$ cat src/lane_monitor_defines.svh
`ifndef LANE_MONITOR_DEFINES_SVH
`define LANE_MONITOR_DEFINES_SVH

// ****************************************************************
// Observation bus placement
// ****************************************************************
`define OBS_BASE_BIT      448
`define OBS_SLICE_WIDTH   64
`define OBS_LANE_STRIDE   8
`define OBS_LANE_COUNT    4
`define OBS_FILL_LSB      0
`define OBS_FILL_WIDTH    4
`define OBS_CODE_LSB      4
`define OBS_CODE_WIDTH    3
`define OBS_INVERT_BIT    7
`define OBS_RESERVED_LSB  480
`define OBS_RESERVED_MSB  511

// ****************************************************************
// Register map (word index on the plain register port)
// ****************************************************************
`define REG_ADDR_WIDTH    4
`define REG_DATA_WIDTH    32
`define REG_STATUS        4'h0
`define REG_CLEAR         4'h1
`define REG_ENABLE        4'h2
`define REG_FILL          4'h3

// ****************************************************************
// Reset values
// ****************************************************************
`define ENABLE_RESET      4'h0
`define STATUS_RESET      4'h0
`define READ_RESET        32'h0000_0000

`endif

$ cat src/lane_monitor_pkg.sv
package lane_monitor_pkg;

  // ****************************************************************
  // Receive event codes of one lane
  // ****************************************************************
  typedef enum logic [2:0] {
    EV_DATA_GOOD      = 3'h0,
    EV_SKIP_ADDED     = 3'h1,
    EV_SKIP_REMOVED   = 3'h2,
    EV_RX_DETECTED    = 3'h3,
    EV_DECODE_ERROR   = 3'h4,
    EV_ELASTIC_OVER   = 3'h5,
    EV_ELASTIC_UNDER  = 3'h6,
    EV_DISPARITY_ERR  = 3'h7
  } rx_event_type;

  // ****************************************************************
  // One lane's byte on the observation bus, msb first
  // ****************************************************************
  typedef struct packed {
    logic         invert_request;  // Polarity inversion request
    rx_event_type rx_event_code;   // Receive status code
    logic [3:0]   elastic_fill;    // Elastic buffer symbol count
  } lane_obs_type;

endpackage

$ cat src/lane_obs_slice.sv
`timescale 1ns/100ps
`include "lane_monitor_defines.svh"

module lane_obs_slice
  import lane_monitor_pkg::*;
(
  input  wire logic         ref_clk,
  input  wire logic         reset,
  input  wire lane_obs_type lane_in,
  input  wire logic         generic_phy_mode,
  output      lane_obs_type lane_out,
  output      logic         error_pulse
);

  lane_obs_type lane_reg;    // Captured lane byte
  lane_obs_type lane_next;   // Next lane byte
  logic         error_reg;   // Error event pulse
  logic         error_next;  // Next error pulse

  // Capture lane signals, blanked in generic PHY mode
  always_comb begin
    lane_next  = lane_in;
    error_next = 1'b0;
    if (generic_phy_mode) begin
      lane_next = '0;                                    // [RQ5]
    end else begin
      // Codes from decode error upward are errors
      error_next = lane_in.rx_event_code >= EV_DECODE_ERROR; // [RQ1]
    end
  end

  // Register the slice
  always_ff @(posedge ref_clk) begin
    if (reset) begin
      lane_reg  <= '0;
      error_reg <= 1'b0;
    end else begin
      lane_reg  <= lane_next;
      error_reg <= error_next;
    end
  end

  assign lane_out    = lane_reg;
  assign error_pulse = error_reg;

endmodule

$ cat src/pcs_lane_test_monitor.sv
// Decided for this implementation: the address-and-strobe port and the register addresses.
`timescale 1ns/100ps
`include "lane_monitor_defines.svh"

// How it works
// (RQ1) Event code: good, skips, detect, four errors
// (RQ2) Lane 1-3 status at 462, 470, 478
// (RQ3) Invert request bits 463, 471, 479
// (RQ4) Fill counts lanes 2, 3 at 467, 475
// (RQ5) Generic PHY mode: lane fields meaningless
// (RQ6) Observers compare fill counts for offset, skew
// (RQ7) Lane 0: fill 451:448, status, bit 455
// (RQ8) Lane 1 fill count at bits 459:456
// (RQ9) Reserved top bits driven constant zero

module pcs_lane_test_monitor
  import lane_monitor_pkg::*;
#(
  parameter int LANES = `OBS_LANE_COUNT
)
(
  input  wire logic         ref_clk,
  input  wire logic         reset,
  // Core configuration
  input  wire logic         generic_phy_mode,
  // Lane 0 sources
  input  wire logic [3:0]   lane0_elastic_fill,
  input  wire logic [2:0]   lane0_rx_event_code,
  input  wire logic         lane0_invert_request,
  // Lane 1 sources
  input  wire logic [3:0]   lane1_elastic_fill,
  input  wire logic [2:0]   lane1_rx_event_code,
  input  wire logic         lane1_invert_request,
  // Lane 2 sources
  input  wire logic [3:0]   lane2_elastic_fill,
  input  wire logic [2:0]   lane2_rx_event_code,
  input  wire logic         lane2_invert_request,
  // Lane 3 sources
  input  wire logic [3:0]   lane3_elastic_fill,
  input  wire logic [2:0]   lane3_rx_event_code,
  input  wire logic         lane3_invert_request,
  // Observation bus bits 511:448
  output      logic [63:0]  obs_slice,
  // Register port
  input  wire logic [3:0]   reg_addr,
  input  wire logic [31:0]  reg_wdata,
  input  wire logic         reg_write,
  input  wire logic         reg_read,
  output      logic [31:0]  reg_rdata,
  // Interrupt
  output      logic         irq
);

  // ****************************************************************
  // Lane sources gathered into carriers
  // ****************************************************************

  lane_obs_type lane_src [LANES];  // Lane inputs as structs
  lane_obs_type lane_obs [LANES];  // Registered lane bytes
  logic [LANES-1:0] lane_error;    // Per-lane error pulses

  // Lane inputs come from core logic on this clock, so no
  // synchroniser stands in front of the carriers
  // Lane 0 carrier
  assign lane_src[0] = '{invert_request: lane0_invert_request,
                         rx_event_code:  rx_event_type'(lane0_rx_event_code),
                         elastic_fill:   lane0_elastic_fill};
  // Lane 1 carrier
  assign lane_src[1] = '{invert_request: lane1_invert_request,
                         rx_event_code:  rx_event_type'(lane1_rx_event_code),
                         elastic_fill:   lane1_elastic_fill};
  // Lane 2 carrier
  assign lane_src[2] = '{invert_request: lane2_invert_request,
                         rx_event_code:  rx_event_type'(lane2_rx_event_code),
                         elastic_fill:   lane2_elastic_fill};
  // Lane 3 carrier
  assign lane_src[3] = '{invert_request: lane3_invert_request,
                         rx_event_code:  rx_event_type'(lane3_rx_event_code),
                         elastic_fill:   lane3_elastic_fill};

  // ****************************************************************
  // Per-lane capture and bus placement
  // ****************************************************************

  // Each lane occupies one byte starting at bit 448
  // Byte layout: fill 3:0, code 6:4, invert 7
  // One slice per lane: capture, blanking, error pulse
  // All fields of a lane leave one register, so a sampled
  // byte never mixes two cycles; generic mode zeroes it
  genvar g;
  generate
    for (g = 0; g < LANES; g = g + 1) begin : gen_lane
      // Capture and error detection for one lane
      lane_obs_slice u_slice (
        .ref_clk          (ref_clk),
        .reset            (reset),
        .lane_in          (lane_src[g]),
        .generic_phy_mode (generic_phy_mode),
        .lane_out         (lane_obs[g]),
        .error_pulse      (lane_error[g])
      );
      // Fill count field
      assign obs_slice[g*`OBS_LANE_STRIDE + `OBS_FILL_LSB +:
                       `OBS_FILL_WIDTH] =
        lane_obs[g].elastic_fill;      // [RQ4] [RQ7] [RQ8]
      // Receive status field
      assign obs_slice[g*`OBS_LANE_STRIDE + `OBS_CODE_LSB +:
                       `OBS_CODE_WIDTH] =
        lane_obs[g].rx_event_code;     // [RQ1] [RQ2] [RQ7]
      // Polarity inversion request bit
      assign obs_slice[g*`OBS_LANE_STRIDE + `OBS_INVERT_BIT] =
        lane_obs[g].invert_request;    // [RQ3] [RQ7]
    end
  endgenerate

  // Reserved bits 511:480 held at zero
  // A fifth lane would overlap these bits, so LANES
  // stays at four
  assign obs_slice[`OBS_RESERVED_MSB-`OBS_BASE_BIT:
                   `OBS_RESERVED_LSB-`OBS_BASE_BIT] = '0; // [RQ9]

  // ****************************************************************
  // Interrupt status, clear and enable
  // ****************************************************************

  logic [LANES-1:0] status_reg;   // Sticky lane error bits
  logic [LANES-1:0] status_next;  // Next sticky bits
  logic [LANES-1:0] enable_reg;   // Interrupt enable bits
  logic [LANES-1:0] enable_next;  // Next enable bits
  logic [LANES-1:0] clear_mask;   // Bits cleared this cycle
  logic             hit_clear;    // Write to clear register
  logic             hit_enable;   // Write to enable register

  // Write decode
  // Status, fill and unmapped words ignore writes
  always_comb begin
    hit_clear  = reg_write && (reg_addr == `REG_CLEAR);
    hit_enable = reg_write && (reg_addr == `REG_ENABLE);
    clear_mask = hit_clear ? reg_wdata[LANES-1:0] : '0;
  end

  // Sticky status and enable next values
  always_comb begin
    // New events win over a clear in the same cycle,
    // so an error arriving during a clear is never lost
    status_next = (status_reg & ~clear_mask) | lane_error; // [RQ1]
    enable_next = enable_reg;
    if (hit_enable) begin
      enable_next = reg_wdata[LANES-1:0];
    end
  end

  // Status and enable registers
  // Reset clears both, so irq starts low
  always_ff @(posedge ref_clk) begin
    if (reset) begin
      status_reg <= LANES'(`STATUS_RESET);
      enable_reg <= LANES'(`ENABLE_RESET);
    end else begin
      status_reg <= status_next;
      enable_reg <= enable_next;
    end
  end

  // Level interrupt while an enabled bit is set
  // Built from registers only, so it cannot glitch
  // on lane inputs; a clear write drops it
  assign irq = |(status_reg & enable_reg);

  // ****************************************************************
  // Register read port
  // ****************************************************************

  localparam int FILL_BITS = LANES * `OBS_FILL_WIDTH;  // Fill view width

  logic [31:0]          rdata_reg;   // Read data, one cycle after strobe
  logic [31:0]          rdata_next;  // Next read data
  logic [FILL_BITS-1:0] fill_view;   // All lane fill counts

  // Gather fill counts, lane 0 in the low nibble
  always_comb begin
    fill_view = '0;
    for (int i = 0; i < LANES; i++) begin
      fill_view[i*`OBS_FILL_WIDTH +: `OBS_FILL_WIDTH] =
        lane_obs[i].elastic_fill;
    end
  end

  // Read mux; unmapped and write-only words read zero
  // Zero outside the read slot lets several ports share
  // one return path through an OR
  always_comb begin
    rdata_next = `READ_RESET;
    if (reg_read) begin
      unique case (reg_addr)
        `REG_STATUS: begin
          rdata_next[LANES-1:0] = status_reg;
        end
        `REG_ENABLE: begin
          rdata_next[LANES-1:0] = enable_reg;
        end
        `REG_FILL: begin
          rdata_next[FILL_BITS-1:0] = fill_view;
        end
        default: begin
          rdata_next = `READ_RESET;
        end
      endcase
    end
  end

  // Read data register; stands one cycle only
  // Reset empties the slot as well
  always_ff @(posedge ref_clk) begin
    if (reset) begin
      rdata_reg <= `READ_RESET;
    end else begin
      rdata_reg <= rdata_next;
    end
  end

  assign reg_rdata = rdata_reg;

endmodule

$ cat config.mk
export PLATFORM = sky130hd
export DESIGN_NAME = pcs_lane_test_monitor
export DESIGN_NICKNAME = d
export VERILOG_FILES = /design/src/lane_monitor_pkg.sv /design/src/lane_obs_slice.sv /design/src/pcs_lane_test_monitor.sv
export VERILOG_INCLUDE_DIRS = /design/src
export SDC_FILE = /design/constraint.sdc
export NUM_CORES = 1
export LEC_CHECK = 0
export BUFFER_PORTS_ARGS = -buffer_cell sky130_fd_sc_hd__clkbuf_2
export CORE_ASPECT_RATIO = 1.2
export CORE_MARGIN = 2
export CORE_UTILIZATION = 36
export DETAILED_ROUTE_END_ITERATION = 10
export PLACE_DENSITY_LB_ADDON = 0.25
export SYNTH_ARGS = -nofsm -noshare
export SYNTH_HDL_FRONTEND = slang
export SYNTH_SLANG_ARGS = --single-unit
$ cat constraint.sdc
create_clock -name ref_clk -period 1 [get_ports ref_clk]
set_input_delay 0.05 -clock ref_clk [delete_from_list [all_inputs] [get_ports ref_clk]]
set_output_delay 0.05 -clock ref_clk [all_outputs]
set_load 0.01 [all_outputs]
# [After elaboration in Yosys (flattened, before gate mapping)]
# Cells that the tools add are included.
[classes] order_cmp=4 eq_ne=3 muxes=2 bitwise_logic=6 n_reduce_logical=7
[ops] cell="3-bit greater-or-equal comparator, second input constant" n=4
[ops] cell="4-bit case mux with 3 select lines" n=1
[ops] cell="4-bit bitwise AND" n=2
[ops] cell="4-bit by 2-bit == test with 1-bit output, second input constant" n=2
[ops] cell="4-bit by 1-bit == test with 1-bit output, second input constant" n=1
[ops] cell="4-bit zero test" n=1
[ops] cell="4-bit 2-to-1 mux" n=1
[ops] cell="4-bit NOT" n=1
[ops] cell="4-bit bitwise OR" n=1
[ops] cell="2-bit OR reduction" n=2
[ops] cell="4-bit OR reduction" n=1
[ops] cell="3-bit OR reduction" n=1
[ops] cell="1-bit logical AND" n=2
[ops] cell="1-bit NOT" n=2
[word_totals] reg_bits=76 inputBits=73 output_inout_bits=97 wordCells=43

# [Logic depth before layout (Yosys ltp)]
# Gate-level depths: netlist of the first run.
[depth] depth_word=6 mapped_depth=5

# [Hierarchy]
# Synthesis of the first run repeated with hierarchy kept, for this count alone.
[unflattened] hier_cells=212 hier_area_um2=2526.2
[by_module_without_submodules] mod="pcs_lane_test_monitor" instances=1 cells_per_inst=132 area_each_um2=1265.0
[by_module_without_submodules] mod="lane_obs_slice" instances=4 cells_per_inst=20 area_each_um2=315.3

# [Least setup slack after synthesis of the first run]
# OpenSTA, ideal clock, no wires.
[synth_path] path_type="input to register" start="input reset" end="register rdata_reg[10] (netlist: reg_rdata[10])" setup_ns=0.059 arrival_time_ns=0.934 required_time_ns=0.941 setup_slack_ns=0.007 stages=4 cell_sequence="or4b_4 -> nor2_4 -> buf_6 -> and2_1"
[synth_between] elab_chain_cells=1
[synth_rtl] item="start: declaration" line="pcs_lane_test_monitor.sv:23" source="input wire logic reset,"
[synth_rtl] item="3-bit OR reduction (no line)"
[synth_rtl] item="end signal: assignment" line="pcs_lane_test_monitor.sv:216" source="rdata_reg <= `READ_RESET;"
[synth_rtl] item="end signal: assignment" line="pcs_lane_test_monitor.sv:218" source="rdata_reg <= rdata_next;"
[synth_rtl] item="end: declaration" line="pcs_lane_test_monitor.sv:176" source="logic [31:0] rdata_reg;"
# Every way passes these cells.
# A chain may end at the register's enable or synchronous reset.

# [Worst setup path in the final report of the first run]
[layout_path] start="register enable_reg[0]" end="output irq"
[layout_between] elab_chain_cells=2
[layout_rtl] item="start: declaration" line="pcs_lane_test_monitor.sv:128" source="logic [LANES-1:0] enable_reg;"
[layout_rtl] item="start signal: assignment" line="pcs_lane_test_monitor.sv:158" source="enable_reg <= LANES'(`ENABLE_RESET);"
[layout_rtl] item="start signal: assignment" line="pcs_lane_test_monitor.sv:161" source="enable_reg <= enable_next;"
[layout_rtl] item="4-bit bitwise AND" line="pcs_lane_test_monitor.sv:168" source="assign irq = |(status_reg & enable_reg);"
[layout_rtl] item="4-bit OR reduction" line="pcs_lane_test_monitor.sv:168"
[layout_rtl] item="end: declaration" line="pcs_lane_test_monitor.sv:51" source="output logic irq"
# Every way passes these cells.

==> run summary, run 1 <==
Timing would allow up to 920 MHz. The cell depth of the worst flop-to-flop path was 4. The most critical setup path has its startpoint at enable_reg[0].

Entering global routing, the biggest net connects 37 pins. The run finished, with violations left. The initial cell density of the core was 0.372; the number of max-slew violations in the final report was 0. The region available for standard cell placement spans 0.00605 sq mm. The number of antenna violations at the first check in global routing was 0. The overall global routing resource usage is 0.145, and the remaining antenna violation count after routing is 0.

Counting distinct cell types in the post-synthesis netlist gives 22. The DRC marker count from the first detailed-route iteration is 74, and the fraction of power spent switching nets is 0.206. In the routed layout, each cell is associated on average with a via count of 3.91. The number of global-route vias before repair was 1675; the leakage power of the design was 1.64 nW. TritonCTS built the clock tree. The run gives 3 as the first-pass detailed-route iteration total.

The share of Yosys cell area claimed by the top area cell type is 0.533. Data on the critical path arrives at its endpoint at 1.04 ns. Relative to the synthesized area, the layout overhead comes to 45.8%.

The first global-routing pass estimated 7580 um of wire. The die width is 76.2 um. The tools report the end of the critical path as irq. The worst setup path is launched from a register. In this run the count of I/O pins placed on the die edge is 170. The clock tree buffer depth was 2. The share of the clock period used by the worst path works out to 1.09. The tools report the count of unresolved DRC violations after routing as 0.

The tools report the count of final hold-check violations as 0. The Yosys step of the flow raised 0 warnings. Row generation in the floorplan step produced 31 rows. Register clock-pin slew on the reported worst setup and hold paths: 0.06 ns. Ranked by total cell area, the synthesized netlist is headed by dfxtp_1 53%, buf_4 16%, and2_1 14%.

Core occupancy in the finished layout: 0.543. IR analysis of the VDD net gives a maximum drop of 0.000757 V. Counting I/O delays and the setup requirement, the final critical path takes 1.09 ns. Areal power density over the cells: 1730 mW/mm^2. The final reports fail on setup timing. Overall power consumption after layout is estimated at 5.68 mW.

The tools report the hold path startpoint as reset. The area of placed instances came out at 0.00265 sq mm. The tools report the detailed-route wire length as 4780 um. The data required time at the worst endpoint is 0.95 ns, and the vertical die dimension is 90.7 um.

For the share of power burned in the clock network, the log shows 0.471. The launch instance of the worst register-to-register path was enable_reg[0]. The analysis attributes to net switching a power of 1.17 mW. The flip-flop count of the largest register after layout works out to 32.

In this run the critical register-to-register path is captured at reg_rdata[0]. For the overall overflow remaining after global route, the log shows 0. Clock tree root driver cell: clkbuf_8. The run gives 0.533 as the sequential fraction of the synthesis area. Setup repair after global routing could not meet its margin everywhere. Counting the fill cells in the layout gives 594.

The critical path is of the register to output port type. The combinational group share of total power was 0.090; the number of nets in the layout was 427. Synthesis inferred 60 register bits. Setup-violating endpoint count in the final report: 1. Once layout is done, the placed cells without fillers occupy 0.00328 sq mm.

The cell area that synthesis handed to floorplanning was 0.00225 sq mm. Between clock sinks in the finished design, the worst skew comes to 0.00306 ns. The biggest area contributor in the post-synthesis netlist is dfxtp_1. The final route contains 1723 vias. The tightest min-delay check is of the input pin to register type. The tools report the CTS buffer count as 9. Dividing the detail-routed wire length by the instance count gives 10.8 um. During placement, the flow inserted port buffers numbering 93.

The average instance in the mapped netlist occupies 10.4 sq um. The design internal power came out at 4.51 mW. The depth of the CTS H-tree is 3, and the estimated wirelength of the detail-placed design is 3290 um. Across the run, the number of max-cap violations was 0. The logs give -0.0875 ns for the least setup slack across all paths after layout and 216 for the number of cells produced by synthesis.

Routability-driven placement finished with a final weighted congestion of 0.763. The number of inserted diodes came out at 0. The clock reaches the later pin of the worst-skew pair after 0.33 ns. The die outline area was 0.00691 sq mm. The highest net fanout along the worst path is 2, and the final total negative setup slack is -0.0875 ns. For this design, the sink count on the clock tree is 60. The share of layout cells above drive strength 1 was 0.340.

The proportion of power drawn by flip-flops and latches came out at 0.439. Worst reg-to-reg setup slack: 0.07 ns. STA classifies the critical path endpoint as an output port.
==> worst min-delay path by stage <==
stage / endpoint / cells past startpoint / slack, ns
3_5_place_dp: gen_lane[3].u_slice.lane_out[3] / 2 / 0.25
3_3_place_gp: gen_lane[0].u_slice.lane_out[5] / 2 / 0.25
4_1_cts: status_reg[1] / 3 / 0.06
5_1_grt: status_reg[3] / 3 / 0.09
2_1_floorplan: gen_lane[0].u_slice.error_pulse / 1 / 0.17
6_report: status_reg[1] / 3 / 0.08
==> layout make-up <==
cell class,count,area [sq um],share of cell area
Timing Repair Buffer,136,891,0.271
Multi-Input combinational cell,147,836,0.254
Clock inverter,4,95.1,0.0290
Sequential cell,60,1200,0.367
Clock buffer,12,155,0.0472
Tap cell,82,103,0.0312
==> synthesized netlist by cell type <==
library cell,instances
a22oi_1,2
and2_1,52
and3b_1,1
and4b_1,4
buf_2,1
buf_4,48
buf_6,1
clkbuf_1,5
clkbuf_2,1
conb_1,1
dfxtp_1,60
mux2i_1,8
nand2_1,2
nand2b_1,8
nand3_1,4
nor2_1,6
nor2_4,1
nor2b_1,1
nor3_1,4
nor3b_1,1
o21ai_0,4
or4b_4,1
==> cells by family after synthesis <==
| group | synth area share |
|---|---|
| AND/OR/NAND/NOR | 0.237 |
| flip-flops | 0.533 |
| buffers and inverters | 0.178 |
| multiplexers | 0.0355 |
| AO/OA/AOI/OAI | 0.0155 |
| other | 0.00166 |
==> power groups by stage <==
| stage | logic, mW | registers, mW | clock network (mW) |
|---|---|---|---|
| 3_5_place_dp | 0.394 | 2.55 | 0 |
| 4_1_cts | 0.507 | 2.49 | 2.77 |
| 2_1_floorplan | 0.327 | 2.57 | 0 |
| 5_1_grt | 0.565 | 2.50 | 2.86 |
| 6_report | 0.511 | 2.49 | 2.68 |
| 3_3_place_gp | 0.391 | 2.55 | 0 |
==> layout by cell type (no fill, tap or decap), drive strengths merged <==
| master | instances |
|---|---|
| a22oi | 2 |
| and2 | 52 |
| and3b | 1 |
| and4b | 4 |
| buf | 7 |
| bufinv | 3 |
| clkbuf | 105 |
| clkinv | 1 |
| conb | 48 |
| dfxtp | 60 |
| dlygate4sd3 | 36 |
| mux2i | 8 |
| nand2 | 2 |
| nand2b | 8 |
| nand3 | 4 |
| nor2 | 7 |
| nor2b | 1 |
| nor3 | 4 |
| nor3b | 1 |
| o21ai | 4 |
| or4b | 1 |
==> routing by layer <==
layer | wire length [um] | vias to the layer above | share of wire | track usage
met1 | 1800 | 753 | 0.38 | 0.145
met2 | 2440 | 83 | 0.51 | 0.243
met5 | 0 | - | 0 | 0
met3 | 323 | 21 | 0.068 | 0.0410
li1 | - | 866 | - | -
met4 | 218 | 0 | 0.046 | 0.127
==> what timing repair did <==
item / CTS / global route
setup buffers: 2 / 0
endpoints found under the setup margin: 1 / 1
hold buffers: 36 / 0
gates resized for setup: 4 / 0
endpoints found under the hold margin: 40 / 0
pin swaps: 3 / 0
==> critical path, cell delays in order, from the launching register on <==
cell and delay (ns):
dfxtp_2 0.33, a22oi_2 0.18, nand2_1 0.08, clkbuf_2 0.13
==> metrics by stage <==
stage               hold WS (ns)  std cells  setup WS (ns)
finish                    0.0833        441        -0.0875
global route              0.0861        441         -0.157
CTS                       0.0633        441         -0.108
detailed placement         0.252        387         -0.150
global placement           0.250        387         -0.143
floorplan                  0.172        263        0.00718
No activity file was read; power rests on OpenSTA's default activity.
==> inputs of run 2 (changes only) <==
--- a/config.mk
+++ b/config.mk
@@ -9,7 +9,7 @@
 export BUFFER_PORTS_ARGS = -buffer_cell sky130_fd_sc_hd__clkbuf_2
 export CORE_ASPECT_RATIO = 1.2
 export CORE_MARGIN = 2
-export CORE_UTILIZATION = 36
+export CORE_UTILIZATION = 40
 export DETAILED_ROUTE_END_ITERATION = 10
 export PLACE_DENSITY_LB_ADDON = 0.25
 export SYNTH_ARGS = -nofsm -noshare
==> constraint.sdc (replaced) <==
create_clock -name ref_clk -period 1.11 [get_ports ref_clk]
set_input_delay 0.0555 -clock ref_clk [delete_from_list [all_inputs] [get_ports ref_clk]]
set_output_delay 0.0555 -clock ref_clk [all_outputs]
set_load 0.01 [all_outputs]
==> run summary, run 2 (same netlist as run 1, synthesis figures left out) <==
First-pass detailed-route iteration total: 4. The floorplan has 29 rows. Clock period minus final worst setup slack: 1.09 ns.

Setup repair after global routing could not meet its margin everywhere. The tools report the leakage power of the design as 1.64 nW. The flip-flop count of the largest register after layout came out at 32.

Path type of the worst setup path: register to output port. At the end of the flow, the number of nets in the layout was 426. The first routing iteration left 84 violations.

Once detailed placement completed, the half-perimeter wirelength came to 3260 um. After clock tree synthesis, the clock-pin slew on the worst setup and hold paths is 0.07 ns. For the worst reg-to-reg setup slack, the log shows 0.22 ns. The top layer used by detailed routing was met4. The tools report the data required time at the worst endpoint as 1.05 ns.

The total overflow left after global routing is 0. The largest individual stage delay along the critical path comes from the cell dfxtp_2. The endpoint identified for the worst register-to-register timing path is reg_rdata[2]. The kind of cell with the highest combined delay along the critical path is flip-flops.

The upper clock frequency limit is 918 MHz. The worst setup path is launched from a register. Share of layout cells above drive strength 1: 0.344. At the later pin of the worst-skew pair, clock insertion delay measures 0.32 ns. The die width is 72.5 um. The final route contains 1728 vias. Count of unresolved DRC violations after routing: 0. The floorplan step defined a die boundary enclosing 0.00625 sq mm.

Data arrives at the worst endpoint at 1.03 ns. In this run the remaining antenna-violating nets after routing total 0. Wires add up to 4780 um. The tools report the floorplan core area as 0.00537 sq mm. Following the worst setup path forward leads to its endpoint at irq. The class of the worst hold path is input pin to register.

The clock tree buffer depth was 2; the share of the clock period used by the worst path was 0.981. Buffers inserted during clock tree synthesis total 9. On the worst path, the slowest cell contributes a delay of 0.33 ns.

The number of global-route vias before repair is 1592. The maximum number of pins on one net before global-route repair came out at 29. The flow ran to the end, and the final reports show no timing, DRC or antenna violations.

For the met3 routed wirelength, the log shows 302 um. The library cell used most frequently in the layout, excluding fill and tap cells, is clkbuf_2. The setup-violating endpoint count in the final report came out at 0.

The logs give 0.00920 ns for the final worst clock skew and 0 for the count of final hold-check violations. The initial cell density of the core is 0.420. The signal on the critical path passes through a22oi_2 > nand2_1 > buf_2. Counting every sink on the clock net gives 60. The overall global routing resource usage is 0.153. Across the VDD grid, the largest voltage drop is 0.000898 V.

The critical path buffer and inverter count works out to 1. The number of max-slew violations in the final report came out at 0. Along the worst path, the maximum fanout reaches 2. In this run the tool buffered the top-level ports with 93 buffer cells.

The run gives 0 as the count of max-cap constraint violations. The post-layout instance area was 0.00327 sq mm. Startpoint of the most critical setup path: status_reg[2]. The launch instance of the worst register-to-register path was status_reg[2].

The first global-routing pass estimated 7160 um of wire. TritonCTS built the clock tree. The core occupancy in the finished layout is 0.609, and the vertical die dimension is 86.2 um.

The layout has 463 filler cells. From synthesis to final layout, the design area changed by 45.0%. Leaving out fill and tap cells, the most frequent cells in the layout are 92 x clkbuf_2, 57 x dfxtp_1, 52 x and2_1. The tools report the met1 layer wirelength in the final routing as 1810 um. The clock tree root driver cell is clkbuf_8. The critical path runs through a total of 3 cells.

Dividing the detail-routed wire length by the instance count gives 11.3 um. After detailed routing, the number of vias per cell comes to 4.10. The run gives 0.00263 sq mm as the area of placed instances. Counting cells, the worst reg-to-reg path comes to 4.

Pin placement for this block handled 170 I/O pins. The tools report the endpoint class of the critical path as an output port. Routability-driven placement finished with a final weighted congestion of 0.800. The number of antenna violations at the first check in global routing was 0; the areal power density over the cells was 1580 mW/mm^2. The H-tree generated during clock tree synthesis spans 3 levels. The length of routed met2 wiring is 2490 um.
## run 2: cell types whose count changed in the layout (fill, tap and decap cells not counted), sizes merged
| cell | previous run | this run |
|---|---|---|
| clkinv | 1 | 2 |
| diode | 0 | 1 |
| clkbuf | 105 | 103 |
## run 2: report_power, final
part | switching [mW] | internal [mW]
Clock | 0.843 | 1.62
Combinational | 0.223 | 0.237
Sequential | 0.0290 | 2.22
## run 2: layout make-up
cell class                      instances  area (sq um)  area share
Sequential cell                        60          1200       0.369
Timing Repair Buffer                  135           883       0.270
Multi-Input combinational cell        147           841       0.257
Clock buffer                           11           151      0.0463
Clock inverter                          5           108      0.0329
Tap cell                               62          77.6      0.0237
Antenna cell                            1          2.50    0.000766
## run 2: worst min path at each step
stage / from / endpoint / slack [ns] / depth (start not counted)
after floorplan: lane0_rx_event_code[2] / gen_lane[0].u_slice.error_pulse / 0.18 / 1
after detailed placement: lane2_invert_request / gen_lane[2].u_slice.lane_out[7] / 0.26 / 2
after global placement: lane3_invert_request / gen_lane[3].u_slice.lane_out[7] / 0.25 / 2
after CTS: reset / status_reg[2] / 0.07 / 3
final: reset / status_reg[2] / 0.08 / 3
after global routing: reset / status_reg[0] / 0.1 / 3
## run 2: layer usage
layer	up-vias	GRT usage
met5	-	0
met4	0	0.113
met3	16	0.0360
met2	86	0.265
met1	764	0.159
li1	862	-
## run 2: through the flow
stage | hold WS [ns] | total power, mW | setup TNS, ns | worst slack [ns] | cells
finish | 0.0844 | 5.17 | 0 | 0.0207 | 421
CTS | 0.0715 | 5.23 | 0 | 0.00153 | 420
floorplan | 0.177 | 2.61 | 0 | 0.112 | 263
global placement | 0.254 | 2.64 | -1.30 | -0.0919 | 367
detailed placement | 0.257 | 2.64 | -1.36 | -0.106 | 367
global route | 0.0994 | 5.39 | -0.0257 | -0.0257 | 420
## run 2: worst min-delay path: stages
cell,delay [ns]
clkbuf_2,0.09
buf_4,0.16
nor3_1,0.06
## run 2: timing repair
| action | 4_1_cts | 5_1_grt |
|---|---|---|
| endpoints found under the hold margin | 40 | 0 |
| pin swaps | 1 | 1 |
| endpoints found under the setup margin | 1 | 1 |
| hold buffers | 36 | 0 |
| resized for setup | 2 | 4 |
| buffers inserted | 1 | 0 |
==> inputs of run 3 (changes only) <==
--- a/config.mk
+++ b/config.mk
@@ -6,12 +6,13 @@
 export SDC_FILE = /design/constraint.sdc
 export NUM_CORES = 1
 export LEC_CHECK = 0
+export ABC_AREA = 1
 export BUFFER_PORTS_ARGS = -buffer_cell sky130_fd_sc_hd__clkbuf_2
 export CORE_ASPECT_RATIO = 1.2
 export CORE_MARGIN = 2
 export CORE_UTILIZATION = 40
 export DETAILED_ROUTE_END_ITERATION = 10
-export PLACE_DENSITY_LB_ADDON = 0.25
+export PLACE_DENSITY = 0.88
 export SYNTH_ARGS = -nofsm -noshare
 export SYNTH_HDL_FRONTEND = slang
 export SYNTH_SLANG_ARGS = --single-unit
==> run summary, run 3 <==
The logs give 0.00120 sq mm for the register area and 91 for the DRC marker count from the first detailed-route iteration. Walking the worst path, the cells encountered are nand2_1 > nand4_1 > clkbuf_2. The share of the clock period used by the worst path is 0.930. In the layout the commonest cells are 93 x clkbuf_2, 57 x dfxtp_1, 54 x inv_1. Clock-pin slew was measured on the worst setup and hold paths at 0.06 ns. Synthesis inferred 60 register bits. TritonCTS created 9 clock buffers. The share of flip-flops with an asynchronous set or reset after synthesis is 0. The number of enable-type register cells in the synthesized netlist is 0. Setup repair after global routing left no endpoint under its margin.

For the overall global routing resource usage, the log shows 0.164. STA classifies the critical path endpoint as an output port. VDD sags by at most 0.000816 V.

Max-cap violations in this run came to 0. In this run, distinct cell masters in the synthesized netlist total 16. The number of rows in the core area was 30. For this design, the slowest cell found on the critical path is dfxtp_1. Global placer's final weighted congestion: 0.805.

Counting the fill cells in the layout gives 511. The internal portion of the total power is 3.87 mW. Share of Yosys cell area claimed by the top area cell type: 0.516. The top cell family by delay on the critical path was flip-flops.

The clock period minus final worst setup slack came out at 1.03 ns. Ranked by instance count, the synthesized netlist is headed by 60 x dfxtp_1, 54 x inv_1, 49 x nor2_1. For the worst setup path, the data arrival time is 0.98 ns.

Detailed placement finished with a half-perimeter wire length of 3540 um. TritonCTS built the clock tree. The count of buffers added on input and output ports is 93. The share of power burned in the clock network is 0.449, and the leakage power of the design is 1.75 nW.

On the worst path, the slowest cell contributes a delay of 0.36 ns. From synthesis to final layout, the design area changed by 39.4%. The library cell used most frequently in the layout, excluding fill and tap cells, is clkbuf_2. Detail-routed net length per standard cell: 10.8 um.

The path type of the worst setup path was register to output port. The via count of the routed design was 1999. After technology mapping, the gate count stands at 278. The maximum number of pins on one net before global-route repair is 37. In this run the worst hold path is classified as input pin to register. The number of antenna violations at the first check in global routing is 0, and the detailed-route wire length is 5150 um.

The fraction of power spent switching nets is 0.220, and the remaining antenna violation count after routing is 0. The most common cell in the synthesized netlist is dfxtp_1. The final total negative setup slack was 0 ns. The vertical die dimension was 87.6 um.

Derived from the worst setup path, the maximum achievable clock frequency is 968 MHz. The largest area contributor in the netlist was dfxtp_1. After detailed routing, the number of vias per cell comes to 4.18. Across the routed clock network, the largest skew measured is 0.00363 ns.

The highest net fanout along the worst path was 3; the critical path buffer and inverter count was 1. The share of layout cells above drive strength 1 works out to 0.287. The clock sink count is 60, and the number of global-route vias before repair is 1815. The core region is 0.00563 sq mm.

Power spread over the standard cell area amounts to 1530 mW/mm^2. The first-pass detailed-route iteration total was 4; the number of inserted diodes was 0. The tools report the total power after layout as 4.96 mW. The run finished with clean final reports. The logs give 170 for the number of top-level pins and 0 for the total of warnings raised by yosys. The tools report the mapped cell area as 0.00233 sq mm.

The first global-routing pass estimated 7820 um of wire. The run gives 0 as the overall overflow remaining after global route. The die covers 0.00645 sq mm.

The run gives 0 as the number of max-slew violations in the final report. The run gives 478 as the count of placed standard cells in the final layout, fillers left out. The synthesized area per cell is 8.38 sq um. Among all flip-flop cells after synthesis, the most frequent one is dfxtp_1. The initial cell density of the core came out at 0.414. The tools report the sequential fraction of the synthesis area as 0.516. Total net switching power: 1.09 mW. The clock insertion delay at the later pin of the skew report is 0.33 ns. The H-tree was split into 3 levels. The count of final hold-check violations is 0.

The cell sitting at the root of the clock tree is a clkbuf_8. Setup violations remaining at the end of the flow were counted as 0. For the combinational group share of total power, the log shows 0.099. In this run the horizontal extent of the chip is 73.7 um. In the routed design, unresolved DRC markers number 0.

The worst setup path is launched from a register. The flip-flop count of the largest register after layout works out to 32. STA puts the critical path data required time at 1.05 ns. The clock tree buffer depth is 2, and the total placed cells including tap cells is 427. The tools report the proportion of power drawn by flip-flops and latches as 0.453. The tools report the number of nets in the layout as 482. The tools report the area occupied by multi-input gates as 657 sq um. The buffer count from post-CTS setup fixing was 0.

After synthesis, the cell types taking the most area are dfxtp_1 52%, buf_4 15%, inv_1 8.7%.
==> run 3: changes by cell type after synthesis, moves of 5 or more <==
cell | previous run | this run
nand2_1 | 2 | 16
and2_1 | 52 | 0
inv_1 | 0 | 54
mux2i_1 | 8 | 0
nand4_1 | 0 | 18
a21oi_1 | 0 | 8
nand2b_1 | 8 | 0
nand3_1 | 4 | 9
nor2_1 | 6 | 49
==> run 3: metrics by stage <==
step | util | setup WS, ns | area, sq um | hold slack [ns]
after floorplan | - | 0.318 | 2500 | 0.168
after global placement | 0.472 | 0.186 | 2660 | 0.253
after detailed placement | 0.472 | 0.102 | 2660 | 0.259
after CTS | 0.574 | 0.0417 | 3230 | 0.00185
after global routing | 0.577 | 0.000769 | 3250 | 0.0197
final | 0.577 | 0.0774 | 3250 | 0.0410
==> run 3: metal layers <==
layer	part of all wire	global-route usage	routed length, um
met5	0	0	0
met2	0.53	0.282	2710
met4	0.030	0.0942	157
met1	0.38	0.171	1980
met3	0.059	0.0552	302
==> run 3: worst paths after layout <==
path,from,to,slack (ns),cells past startpoint
setup reg to reg,gen_lane[0].u_slice.lane_out[2],reg_rdata[2],0.39,4
hold reg to reg,gen_lane[1].u_slice.lane_out[0],reg_rdata[4],0.43,2
hold / removal,reg_wdata[1],enable_reg[1],0.04,3
setup / recovery,status_reg[1],irq,0.08,3
==> run 3: cell type report <==
type | instances | area share
clock buffers | 12 | 0.0509
flip-flops and latches | 60 | 0.371
repair buffers | 131 | 0.266
well taps | 64 | 0.0247
clock inverters | 4 | 0.0216
inverters | 55 | 0.0636
multi-input cells | 152 | 0.202
==> run 3: kinds of logic after synthesis <==
logic type	after synthesis	share of synthesized area
flip-flops	60	0.516
other	1	0.00161
AO/OA/AOI/OAI	8	0.0172
buffers and inverters	113	0.278
AND/OR/NAND/NOR	96	0.188
==> run 3: power groups by stage <==
stage                     logic [mW]  registers (mW)  clock network (mW)
after global placement         0.374            2.29                   0
final                          0.489            2.25                2.23
after detailed placement       0.382            2.29                   0
after floorplan                0.335            2.31                   0
after global routing           0.544            2.25                2.40
after CTS                      0.478            2.25                2.30
==> run 3: worst min-delay path: cells and delay by family <==
family                 cells  cell delay (ns)
AO/OA/AOI/OAI              1             0.06
AND/OR/NAND/NOR            1             0.10
buffers and inverters      1             0.10
==> run 3: what timing repair did <==
action / in CTS / in global routing
hold endpoints to repair: 38 / 1
endpoints found under the setup margin: 0 / 1
hold buffers: 34 / 1
resized for setup: 0 / 3
